[config.mk]
export PLATFORM = sky130hd
export DESIGN_NAME = abs_position_serial_readout
export DESIGN_NICKNAME = d
export VERILOG_FILES = /design/src/design/abs_readout_pkg.sv /design/src/design/abs_position_serial_readout.sv
export VERILOG_INCLUDE_DIRS = /design/src /design/src/design
export SDC_FILE = /design/constraint.sdc
export NUM_CORES = 1
export LEC_CHECK = 0
export ABC_AREA = 1
export BUFFER_PORTS_ARGS = -buffer_cell sky130_fd_sc_hd__buf_2
export CORE_AREA = 2 2 300 302
export CTS_BUF_LIST = sky130_fd_sc_hd__clkbuf_16
export DETAILED_ROUTE_END_ITERATION = 8
export DIE_AREA = 0 0 302 304
export PLACE_DENSITY = 0.48
export SLEW_MARGIN = 20
export SYNTH_ARGS = -nofsm -noshare
export SYNTH_HDL_FRONTEND = slang
export SYNTH_SLANG_ARGS = --single-unit
[constraint.sdc]
create_clock -name clock -period 3.98 [get_ports clock]
set_clock_uncertainty 0.2 [all_clocks]
set_input_delay 0 -clock clock [delete_from_list [all_inputs] [get_ports clock]]
set_output_delay 0 -clock clock [all_outputs]
set_load 0.01 [all_outputs]
[src/design/abs_readout_defines.svh]
// Purpose: timing counts and fixed constants of the position readout
// Assumes: 100 MHz clock, times in ns; warning time in us so no count exceeds 32 bits
// Notes:   cycle counts derive from the times and the clock period
`ifndef ABS_READOUT_DEFINES_SVH
`define ABS_READOUT_DEFINES_SVH

`define CLOCK_PERIOD_NS       10
`define TAKEOVER_DELAY_NS     2000000
`define DATA_PREPARE_DELAY_NS 62500
`define WARNING_CLEAR_US      5000000
`define TAKEOVER_CYCLES       ((`TAKEOVER_DELAY_NS + `CLOCK_PERIOD_NS - 1) / `CLOCK_PERIOD_NS)
`define PREPARE_CYCLES        ((`DATA_PREPARE_DELAY_NS + `CLOCK_PERIOD_NS - 1) / `CLOCK_PERIOD_NS)
`define WARNING_CLEAR_CYCLES  (`WARNING_CLEAR_US * (1000 / `CLOCK_PERIOD_NS))
`define CHECK_ADD_0           16'ha700
`define CHECK_ADD_1           16'h605a
`define CHECK_ADD_2           16'h5a06
`define FRAME_BITS            64
`define FIFO_DEPTH            8
`define BATTERY_SELECT_FAULT  1'b0
`define BATTERY_SELECT_WARN   1'b1

`endif

[src/design/abs_readout_pkg.sv]
// Purpose: shared types of the position readout
// Assumes: nothing beyond the defines header
// Notes:   sample word carries turn count and single-turn pulses
package abs_readout_pkg;

    typedef struct packed {
        logic [15:0] turn_count;
        logic [31:0] pulse_count;
    } position_sample_t;

    typedef enum logic [2:0] {
        ST_IDLE,
        ST_SETTLE,
        ST_WAIT_REQ_LOW,
        ST_PREPARE,
        ST_SHOW,
        ST_DONE
    } readout_state_t;

endpackage

[src/design/abs_position_serial_readout.sv]
// Purpose: serial readout of absolute position over shared terminals
// Assumes: pins are asynchronous; sample source runs on clock
// Notes:   one 64-bit frame per enable, check word computed on load
`timescale 1ns/100ps

`include "abs_readout_defines.svh"

module sample_fifo #(
    parameter int WIDTH = 48,
    parameter int DEPTH = `FIFO_DEPTH
) (
    input  wire logic             clock,
    input  wire logic             rst_n,
    input  wire logic [WIDTH-1:0] in_data,
    input  wire logic             in_valid,
    output logic                  in_ready,
    output logic [WIDTH-1:0]      out_data,
    output logic                  out_valid,
    input  wire logic             out_ready
);
    localparam int AW = $clog2(DEPTH);

    typedef struct packed {
        logic [DEPTH-1:0][WIDTH-1:0] mem;
        logic [AW-1:0]               wr_ptr;
        logic [AW-1:0]               rd_ptr;
        logic [AW:0]                 count;
        logic                        not_full;
    } fifo_state_t;

    fifo_state_t state_reg;
    fifo_state_t state_next;
    logic        push;
    logic        pop;

    assign in_ready  = state_reg.not_full;
    assign out_valid = state_reg.count != '0;
    assign out_data  = state_reg.mem[state_reg.rd_ptr];
    assign push      = in_valid && state_reg.not_full;
    assign pop       = out_ready && out_valid;

    always_comb begin
        state_next = state_reg;
        if (push) begin
            state_next.mem[state_reg.wr_ptr] = in_data;
            state_next.wr_ptr = (state_reg.wr_ptr == AW'(DEPTH - 1)) ? '0 : state_reg.wr_ptr + 1'b1;
        end
        if (pop) begin
            state_next.rd_ptr = (state_reg.rd_ptr == AW'(DEPTH - 1)) ? '0 : state_reg.rd_ptr + 1'b1;
        end
        if (push && !pop) begin
            state_next.count = state_reg.count + 1'b1;
        end else if (pop && !push) begin
            state_next.count = state_reg.count - 1'b1;
        end
        state_next.not_full = state_next.count != (AW + 1)'(DEPTH);
    end

    always_ff @(posedge clock or negedge rst_n) begin
        if (!rst_n) begin
            state_reg          <= '0;
            state_reg.not_full <= 1'b1;
        end else begin
            state_reg <= state_next;
        end
    end
endmodule

module abs_position_serial_readout #(
    parameter int TAKEOVER_CYCLES      = `TAKEOVER_CYCLES,
    parameter int PREPARE_CYCLES       = `PREPARE_CYCLES,
    parameter int WARNING_CLEAR_CYCLES = `WARNING_CLEAR_CYCLES
) (
    input  wire logic                              clock,
    input  wire logic                              rst_n,
    input  wire logic                              position_read_enable,
    input  wire logic                              shared_input_terminal,
    output logic                                   shared_output_terminal,
    input  wire logic                              normal_output_function,
    output logic                                   held_input_function,
    output logic                                   takeover_active,
    input  wire abs_readout_pkg::position_sample_t sample_data,
    input  wire logic                              sample_valid,
    output logic                                   sample_ready,
    input  wire logic                              battery_low,
    input  wire logic                              battery_warning_select,
    output logic                                   battery_fault,
    output logic                                   battery_warning
);
    import abs_readout_pkg::*;

    // unsigned 16-bit arithmetic; sums wrap, carries dropped
    function automatic logic [15:0] check_word(input logic [15:0] turns, input logic [31:0] pulses);
        logic [15:0] acc;
        acc = 16'(pulses[15:0] + `CHECK_ADD_0);
        acc = acc ^ pulses[31:16];
        acc = 16'(acc + `CHECK_ADD_1);
        acc = acc ^ turns;
        acc = 16'(acc + `CHECK_ADD_2);
        return acc;
    endfunction

    typedef struct packed {
        logic [2:0]     sync_enable;  // [0] first stage, [1] second, [2] history
        logic [2:0]     sync_request;
        logic [1:0]     sync_battery;
        readout_state_t phase;
        logic [31:0]    timer;
        logic [63:0]    frame;
        logic [5:0]     bit_index;
        logic           held_level;
        logic           takeover;
        logic           data_bit;
        logic           out_pin;
        logic           fault;
        logic           warning;
        logic [31:0]    restore_timer;
    } readout_regs_t;

    readout_regs_t    state_reg;
    readout_regs_t    state_next;
    position_sample_t fifo_data;
    logic             fifo_valid;
    logic             fifo_pop;
    logic             enable_level;
    logic             request_level;
    logic             request_fell;
    logic             battery_level;

    sample_fifo #(
        .WIDTH ($bits(position_sample_t)),
        .DEPTH (`FIFO_DEPTH)
    ) u_fifo (
        .clock     (clock),
        .rst_n     (rst_n),
        .in_data   (sample_data),
        .in_valid  (sample_valid),
        .in_ready  (sample_ready),
        .out_data  (fifo_data),
        .out_valid (fifo_valid),
        .out_ready (fifo_pop)
    );

    assign enable_level  = state_reg.sync_enable[1];
    assign request_level = state_reg.sync_request[1];
    assign request_fell  = state_reg.sync_request[2] && !state_reg.sync_request[1];
    assign battery_level = state_reg.sync_battery[1];
    // a sample is consumed only when the takeover completes
    assign fifo_pop      = state_reg.phase == ST_SETTLE && enable_level && fifo_valid
                           && state_reg.timer >= 32'(TAKEOVER_CYCLES - 1);

    assign shared_output_terminal = state_reg.out_pin;
    assign held_input_function    = state_reg.held_level;
    assign takeover_active        = state_reg.takeover;
    assign battery_fault          = state_reg.fault;
    assign battery_warning        = state_reg.warning;

    always_comb begin
        state_next = state_reg;
        state_next.sync_enable  = {state_reg.sync_enable[1:0], position_read_enable};
        state_next.sync_request = {state_reg.sync_request[1:0], shared_input_terminal};
        state_next.sync_battery = {state_reg.sync_battery[0], battery_low};

        case (state_reg.phase)
            ST_IDLE: begin
                state_next.timer = '0;
                if (enable_level) begin
                    state_next.phase = ST_SETTLE;
                end
            end
            ST_SETTLE: begin
                if (!state_reg.timer[31]) begin
                    state_next.timer = state_reg.timer + 32'h0000_0001;
                end
                if (fifo_pop) begin
                    state_next.takeover   = 1'b1;
                    state_next.held_level = request_level;
                    state_next.frame      = {check_word(fifo_data.turn_count, fifo_data.pulse_count),
                                             fifo_data.turn_count, fifo_data.pulse_count};
                    state_next.bit_index  = '0;
                    state_next.phase      = ST_WAIT_REQ_LOW;
                end
            end
            ST_WAIT_REQ_LOW: begin
                state_next.timer = '0;
                if (request_fell) begin
                    state_next.phase = ST_PREPARE;
                end
            end
            ST_PREPARE: begin
                state_next.timer = state_reg.timer + 32'h0000_0001;
                if (state_reg.timer >= 32'(PREPARE_CYCLES - 1)) begin
                    state_next.data_bit = state_reg.frame[state_reg.bit_index];
                    state_next.phase    = ST_SHOW;
                end
            end
            ST_SHOW: begin
                // host raises request once it has sampled the bit
                if (request_level) begin
                    state_next.bit_index = state_reg.bit_index + 6'h01;
                    state_next.phase     = (state_reg.bit_index == 6'(`FRAME_BITS - 1)) ? ST_DONE
                                                                                       : ST_WAIT_REQ_LOW;
                end
            end
            ST_DONE: begin
                state_next.phase = ST_DONE;
            end
            default: begin
                state_next.phase = ST_IDLE;
            end
        endcase

        // dropping enable ends any transfer; a new one starts from idle
        if (!enable_level && state_reg.phase != ST_IDLE) begin
            state_next.phase    = ST_IDLE;
            state_next.takeover = 1'b0;
            state_next.data_bit = 1'b0;
            state_next.timer    = '0;
        end

        // old input function sees the live pin unless frozen by takeover
        if (!state_next.takeover) begin
            state_next.held_level = request_level;
        end
        state_next.out_pin = state_next.takeover ? state_next.data_bit : normal_output_function;

        if (battery_level) begin
            state_next.restore_timer = '0;
            if (battery_warning_select == `BATTERY_SELECT_WARN) begin
                state_next.warning = 1'b1;
            end else begin
                state_next.fault = 1'b1;
            end
        end else if (state_reg.warning) begin
            state_next.restore_timer = state_reg.restore_timer + 32'h0000_0001;
            if (state_reg.restore_timer >= 32'(WARNING_CLEAR_CYCLES - 1)) begin
                state_next.warning       = 1'b0;
                state_next.restore_timer = '0;
            end
        end
    end

    always_ff @(posedge clock or negedge rst_n) begin
        if (!rst_n) begin
            state_reg       <= '0;
            state_reg.phase <= ST_IDLE;
        end else begin
            state_reg <= state_next;
        end
    end
endmodule

# Word level (Yosys, flattened, before mapping)
# Index checks and enable logic that the tools add are counted.
op_classes:
  bitwise: 3
  addsub: 10
  reduce_logical: 27
  mux: 34
  eq_ne: 20
  order_cmp: 7
op_table:
  columns: ["op", "n"]
  rows:
  - ["bitwise mux 384 bit", 1]
  - ["binary-select mux 48 bit (select 3 bit)", 1]
  - ["demux 48 bit (select 3 bit)", 1]
  - ["two-way mux 33 bit", 3]
  - ["two-way mux 48 bit", 2]
  - ["one-hot mux 32 bit (3 select lines)", 1]
  - ["adder 32 x 1 -> 32 bit, second input constant", 2]
  - ["two-way mux 35 bit", 1]
  - ["adder 16 x 15 -> 16 bit, second input constant", 2]
  - ["greater-or-equal comparator 32 x 13 -> 1 bit, second input constant", 1]
  - ["greater-or-equal comparator 32 x 18 -> 1 bit, second input constant", 1]
  - ["greater-or-equal comparator 32 x 29 -> 1 bit, second input constant", 1]
  - ["two-way mux 32 bit", 1]
  - ["bitwise XOR 16 bit", 2]
  - ["two-way mux 3 bit", 8]
  - ["one-hot mux 3 bit (6 select lines)", 1]
  - ["adder 16 bit, second input constant", 1]
  - ["== test 3 bit, second input constant", 4]
  - ["inequality test 3 bit, second input constant", 4]
  - ["one-hot mux 6 bit (2 select lines)", 1]
  - ["logical AND 1 bit", 10]
  - ["< comparator 3 x 4 -> 1 bit, second input constant", 2]
  - ["two-way mux 4 bit", 2]
  - ["two-way mux 8 bit", 1]
  - ["other kinds (28)", 47]
totals:
  register_bits: 545
  out_inout_bits: 6
  word_cells: 128

# Logic depth before layout (Yosys ltp)
depth:
  depth_word: 9
  mapped_depth: 31

# Hierarchy
# Synthesis repeated with hierarchy kept, for this count alone.
unflattened:
  hier_cells: 3350
  area_unflattened_um2: 26530.4
by_module_without_submodules:
  columns: ["module", "area_each_um2", "cells_each", "instances"]
  rows:
  - ["sample_fifo", 17563.1, 2122, 1]
  - ["abs_position_serial_readout", 8967.4, 1228, 1]

# Least setup slack after synthesis
# Ideal clock, no wire load.
synth_path:
  kind: "register to register"
  from: "reg u_fifo.state_reg[5] (netlist name)"
  to: "reg state_reg[107] (netlist name)"
  arrival_time_ps: 2820
  required_ps: 3662
  path_stages_with_launch: 29
  period_less_slack_ps: 3138
  slack_ps: 842
  setup_time_ps: 118
  cell_sequence: "dfrtp_1 > buf_6 > inv_4 > buf_6 > buf_6 > o21ai_1 > nand2_1 > nand2_1 > nand2_1 > nand2_1 > nand2_2 > ha_1 > o211ai_1 > nand2_1 > ha_1 > inv_1 > nand2_1 > a21oi_2 > nand2_1 > nor2_2 > nand2_1 > nand2_1 > nand2_1 > nand2_2 > nand2_1 > nand2_1 > nand2_1 > nand3_1 > nand2_1"
synth_between:
  elab_chain_cells: 7
synth_lines:
  columns: ["item", "line_no", "text"]
  rows:
  - ["from (decl)", "abs_position_serial_readout.sv:31", "fifo_state_t state_reg;"]
  - ["from (signal assigned)", "abs_position_serial_readout.sv:64", "state_reg <= state_next;"]
  - ["binary-select mux 48 bit (select 3 bit) *", "abs_position_serial_readout.sv:38", "assign out_data = state_reg.mem[state_reg.rd_ptr];"]
  - ["two-way mux 48 bit (not written as such) *", "abs_position_serial_readout.sv:38", null]
  - ["adder 16 bit (no line)", null, null]
  - ["bitwise XOR 16 bit", "abs_position_serial_readout.sv:96", "acc = acc ^ pulses[31:16];"]
  - ["adder 16 x 15 -> 16 bit (no line)", null, null]
  - ["bitwise XOR 16 bit *", "abs_position_serial_readout.sv:98", "acc = acc ^ turns;"]
  - ["adder 16 x 15 -> 16 bit (no line) *", null, null]
  - ["to (signal assigned)", "abs_position_serial_readout.sv:248", "state_reg <= state_next;"]
  - ["to (decl)", "abs_position_serial_readout.sv:120", "readout_regs_t state_reg;"]
# Mark *: on every way between the ends. The rest lies on a longest branch, timed or not. The select of a mux whose other input is x is not followed.
# A chain may end at the register's enable or synchronous reset.

# Worst setup path in the final report
# Same ends and word-level chain as after synthesis.

==> flow_metrics.py <==
metrics = {
    "placed_design": {
        "place_area_sq_mm": 0.02805,
        "io_buffers": 61,
        "hpwl_mm": 48.99,
        "gp_congestion": 0.8065,
    },
    "layout": {
        "area_delta_synth_final_pct": 16.83,
        "most-common-layout-cells": "830 x nand2_1, 676 x o21ai_0, 541 x dfrtp_1, 368 x nor2_1, 247 x inv_1",
        "largest_reg_flops": 394,
        "finalNetCount": 3478,
        "n_antenna_cell": 0,
        "final_area_sq_mm": 0.03082,
        "final_common_cell": "nand2_1",
        "drive_above_1_share": 0.07977,
    },
    "worst_setup_path": {
        "critPathMaxStageDelay_ns": 0.60,
        "r2r_cells": 18,
        "cp-startpoint": "u_fifo.state_reg[5]",
        "crit_path_start_kind": "register",
        "endpoint_kind": "register",
        "crit_buf_inv": 6,
        "cp_num_cells": 18,
        "critPathArrivalTime_ns": 3.91,
        "timing.rr.start": "u_fifo.state_reg[5]",
        "required_ns": 4.28,
        "crit_slowest_cell": "dfrtp_4",
        "rr_endpoint": "state_reg[107]",
        "rrSetupSlack_ns": 0.37,
        "cp-endpoint": "state_reg[107]",
        "crit_top_cell": "nand2_1",
        "cp_top_family": "buffers and inverters",
        "cp_max_fo": 43,
        "crit_type": "register to register",
        "crit_chain": "inv_8 > buf_4 > buf_12 > buf_4 > nor2_1 > o22ai_1 > inv_1 > o21ai_1 > xor2_1 > xor2_1 > xor2_1 > or2_1 > nand2_1 > inv_1 > nand2_1 > nand2_1 > nand3_1 > nand2_1",
    },
    "timing": {
        "tns_ns": 0,
        "slew_headroom": 0.4316,
        "layout_min_cycle_time_ns": 3.615,
        "setup_viol": 0,
        "min_period_over_period": 0.9082,
        "tightest_slew_ns": 0.8516,
        "fmax_ghz": 0.2767,
        "drv_slew": 0,
        "hold_viol": 0,
        "rsz0062_at_grt": "false",
    },
    "clocking": {
        "cts_setup_buffers": 0,
        "cts_buffers": 68,
        "clkTransAtPathRegs_ns": 0.06,
        "cts.sinks": 545,
        "clock_latency_ns": 0.61,
        "cts_tree": "done",
        "cts_max_path_buffers": 3,
        "clockRootBuffer": "clkbuf_16",
        "h-tree-depth": 3,
    },
    "synth": {
        "synthArstFlopShare": 1.000,
        "synth-seq-cells": 545,
        "avgSynthCellArea_sq_um": 7.934,
        "yosysWarningCount": 0,
        "synth-seq-area-share": 0.5171,
        "synth-edff-count": 0,
        "syn_nets": 3396,
        "netlist_instances": 3325,
        "syn_area_sq_mm": 0.02638,
        "synth_flop_cell": "dfrtp_1",
        "synth.distinct_cells": 54,
    },
    "route": {
        "first_pass_iters": 5,
        "vias_per_cell": 4.809,
        "num_vias": 22296,
        "initialDrtViolationCount": 1666,
        "drt_wl_total_mm": 78.95,
        "drc": 0,
        "wl_per_cell_microns": 17.03,
        "postRouteAntennaNets": 0,
    },
    "grt": {
        "grt_max_degree": 91,
        "grt_pass1_wl_mm": 126.7,
        "grt_overflow": 0,
        "grt_pass1_vias": 21799,
        "track_usage": 0.1742,
        "antenna_found_initial": 3,
    },
    "floorplanning": {
        "die_x_microns": 302,
        "die_h_microns": 304,
        "rows": 110,
        "start_util": 0.2962,
        "die-area_sq_mm": 0.09181,
        "ios": 62,
        "coreArea_sq_mm": 0.08905,
    },
    "job": {
        "cap_violations": 0,
    },
    "power": {
        "p_leak_nw": 14.45,
        "peakVddDrop_v": 0.0004273,
        "p_total_mw": 25.32,
        "p_per_area_mw_per_mm2": 821.5,
    },
    "run_status": {
        "status": "finished clean",
    },
    "hold_path": {
        "worstHoldPathType": "input port to register",
    },
}
[area by class of cell]
| type | instances | area (sq um) |
|---|---|---|
| fill | 9483 | 58230 |
| sequential | 545 | 13650 |
| multi-input combinational | 2352 | 10970 |
| clock buffer | 69 | 1727 |
| timing repair buffer | 197 | 1669 |
| tap | 1176 | 1471 |
| inverter | 243 | 920.9 |
| clock inverter | 54 | 407.9 |
[repair_timing]
action	in CTS	in global routing
gates resized for setup	0	1
endpoints found under the hold margin	938	0
endpoints found under the setup margin	0	1
hold buffers	61	0
[worst register-to-register path: stages (launching register included)]
cell and delay [ns]:
dfrtp_4 0.60, inv_8 0.22, buf_4 0.22, buf_12 0.22
buf_4 0.29, nor2_1 0.05, o22ai_1 0.18, inv_1 0.06
o21ai_1 0.32, xor2_1 0.21, xor2_1 0.26, xor2_1 0.12
or2_1 0.24, nand2_1 0.07, inv_1 0.06, nand2_1 0.06
nand2_1 0.04, nand3_1 0.06, nand2_1 0.05
[synth_stat cells (4+ instances only)]
library cell / n / area (sq um)
o21ai_1: 38 / 190.2
ha_1: 15 / 187.7
nand3b_1: 4 / 30.03
clkbuf_1: 100 / 375.4
a31oi_1: 19 / 118.9
a21oi_1: 44 / 220.2
xnor2_1: 11 / 96.34
nor4_1: 10 / 62.56
nor2_2: 5 / 31.28
xor2_2: 4 / 65.06
o211ai_1: 8 / 60.06
nand2_2: 9 / 56.30
buf_4: 16 / 120.1
nand2_1: 839 / 3149
nor2_1: 368 / 1381
o22ai_1: 69 / 431.7
nand4_1: 21 / 131.4
nand3_1: 114 / 570.6
inv_2: 4 / 15.01
dfrtp_1: 544 / 13610
a211oi_1: 4 / 30.03
nor3_1: 25 / 125.1
o31ai_1: 6 / 45.04
o21ai_0: 676 / 3383
buf_1: 27 / 101.4
o221ai_1: 8 / 70.07
inv_1: 234 / 878.3
buf_2: 25 / 125.1
buf_6: 17 / 191.4
clkinv_1: 4 / 15.01
xor2_1: 22 / 192.7
[power by group]
part / internal [mW] / total (mW) / switching (mW)
Sequential: 7.53 / 8.64 / 1.10
Clock: 3.43 / 5.96 / 2.52
Combinational: 3.75 / 10.7 / 6.98
Total: 14.7 / 25.3 / 10.6
[how the worst min path moves through the flow]
stage | start | end | slack, ns | cells after the start
3_3_place_gp | rst_n | state_reg[126] | -0.09 | 1
2_1_floorplan | rst_n | battery_fault | -0.50 | 0
3_5_place_dp | rst_n | state_reg[127] | -0.09 | 1
6_report | normal_output_function | shared_output_terminal | 0.03 | 4
4_1_cts | normal_output_function | shared_output_terminal | 0.002 | 4
5_1_grt | normal_output_function | shared_output_terminal | 0.09 | 4
[logic make-up (layout without fill, tap and decap cells)]
kind of cell               after synthesis  count (layout)  share of synthesized area
AOI/OAI and AO/OA                      892             892                     0.1789
muxes                                    3               3                   0.001138
and+or+nand+nor                       1405            1405                     0.2131
xor gates and xnor gates                37              37                    0.01342
adders and majority gates               15              15                   0.007115
DFF                                    545             545                     0.5171
buffers and inverters                  428             563                    0.06930
[through the flow]
stage	hold slack, ns	instances	utilization	setup slack (ns)
after detailed placement	-0.08902	4452	0.3150	0.3121
after global placement	-0.08895	4452	0.3150	0.3063
after CTS	0.001634	4636	0.3461	0.3243
after floorplan	-0.4956	3325	-	0.8424
final	0.03266	4636	0.3461	0.3654
after global routing	0.08780	4636	0.3461	0.01494
[layer usage]
metal	vias to the layer above	wire (microns)	global-route usage	part of all wire
li1	11113	-	-	-
met1	10702	38320	0.2465	0.49
met2	392	35830	0.2775	0.45
met3	89	3173	0.02456	0.040
met4	0	1623	0.04789	0.021
met5	-	0	0	0
No activity file was read; power rests on OpenSTA's default activity.
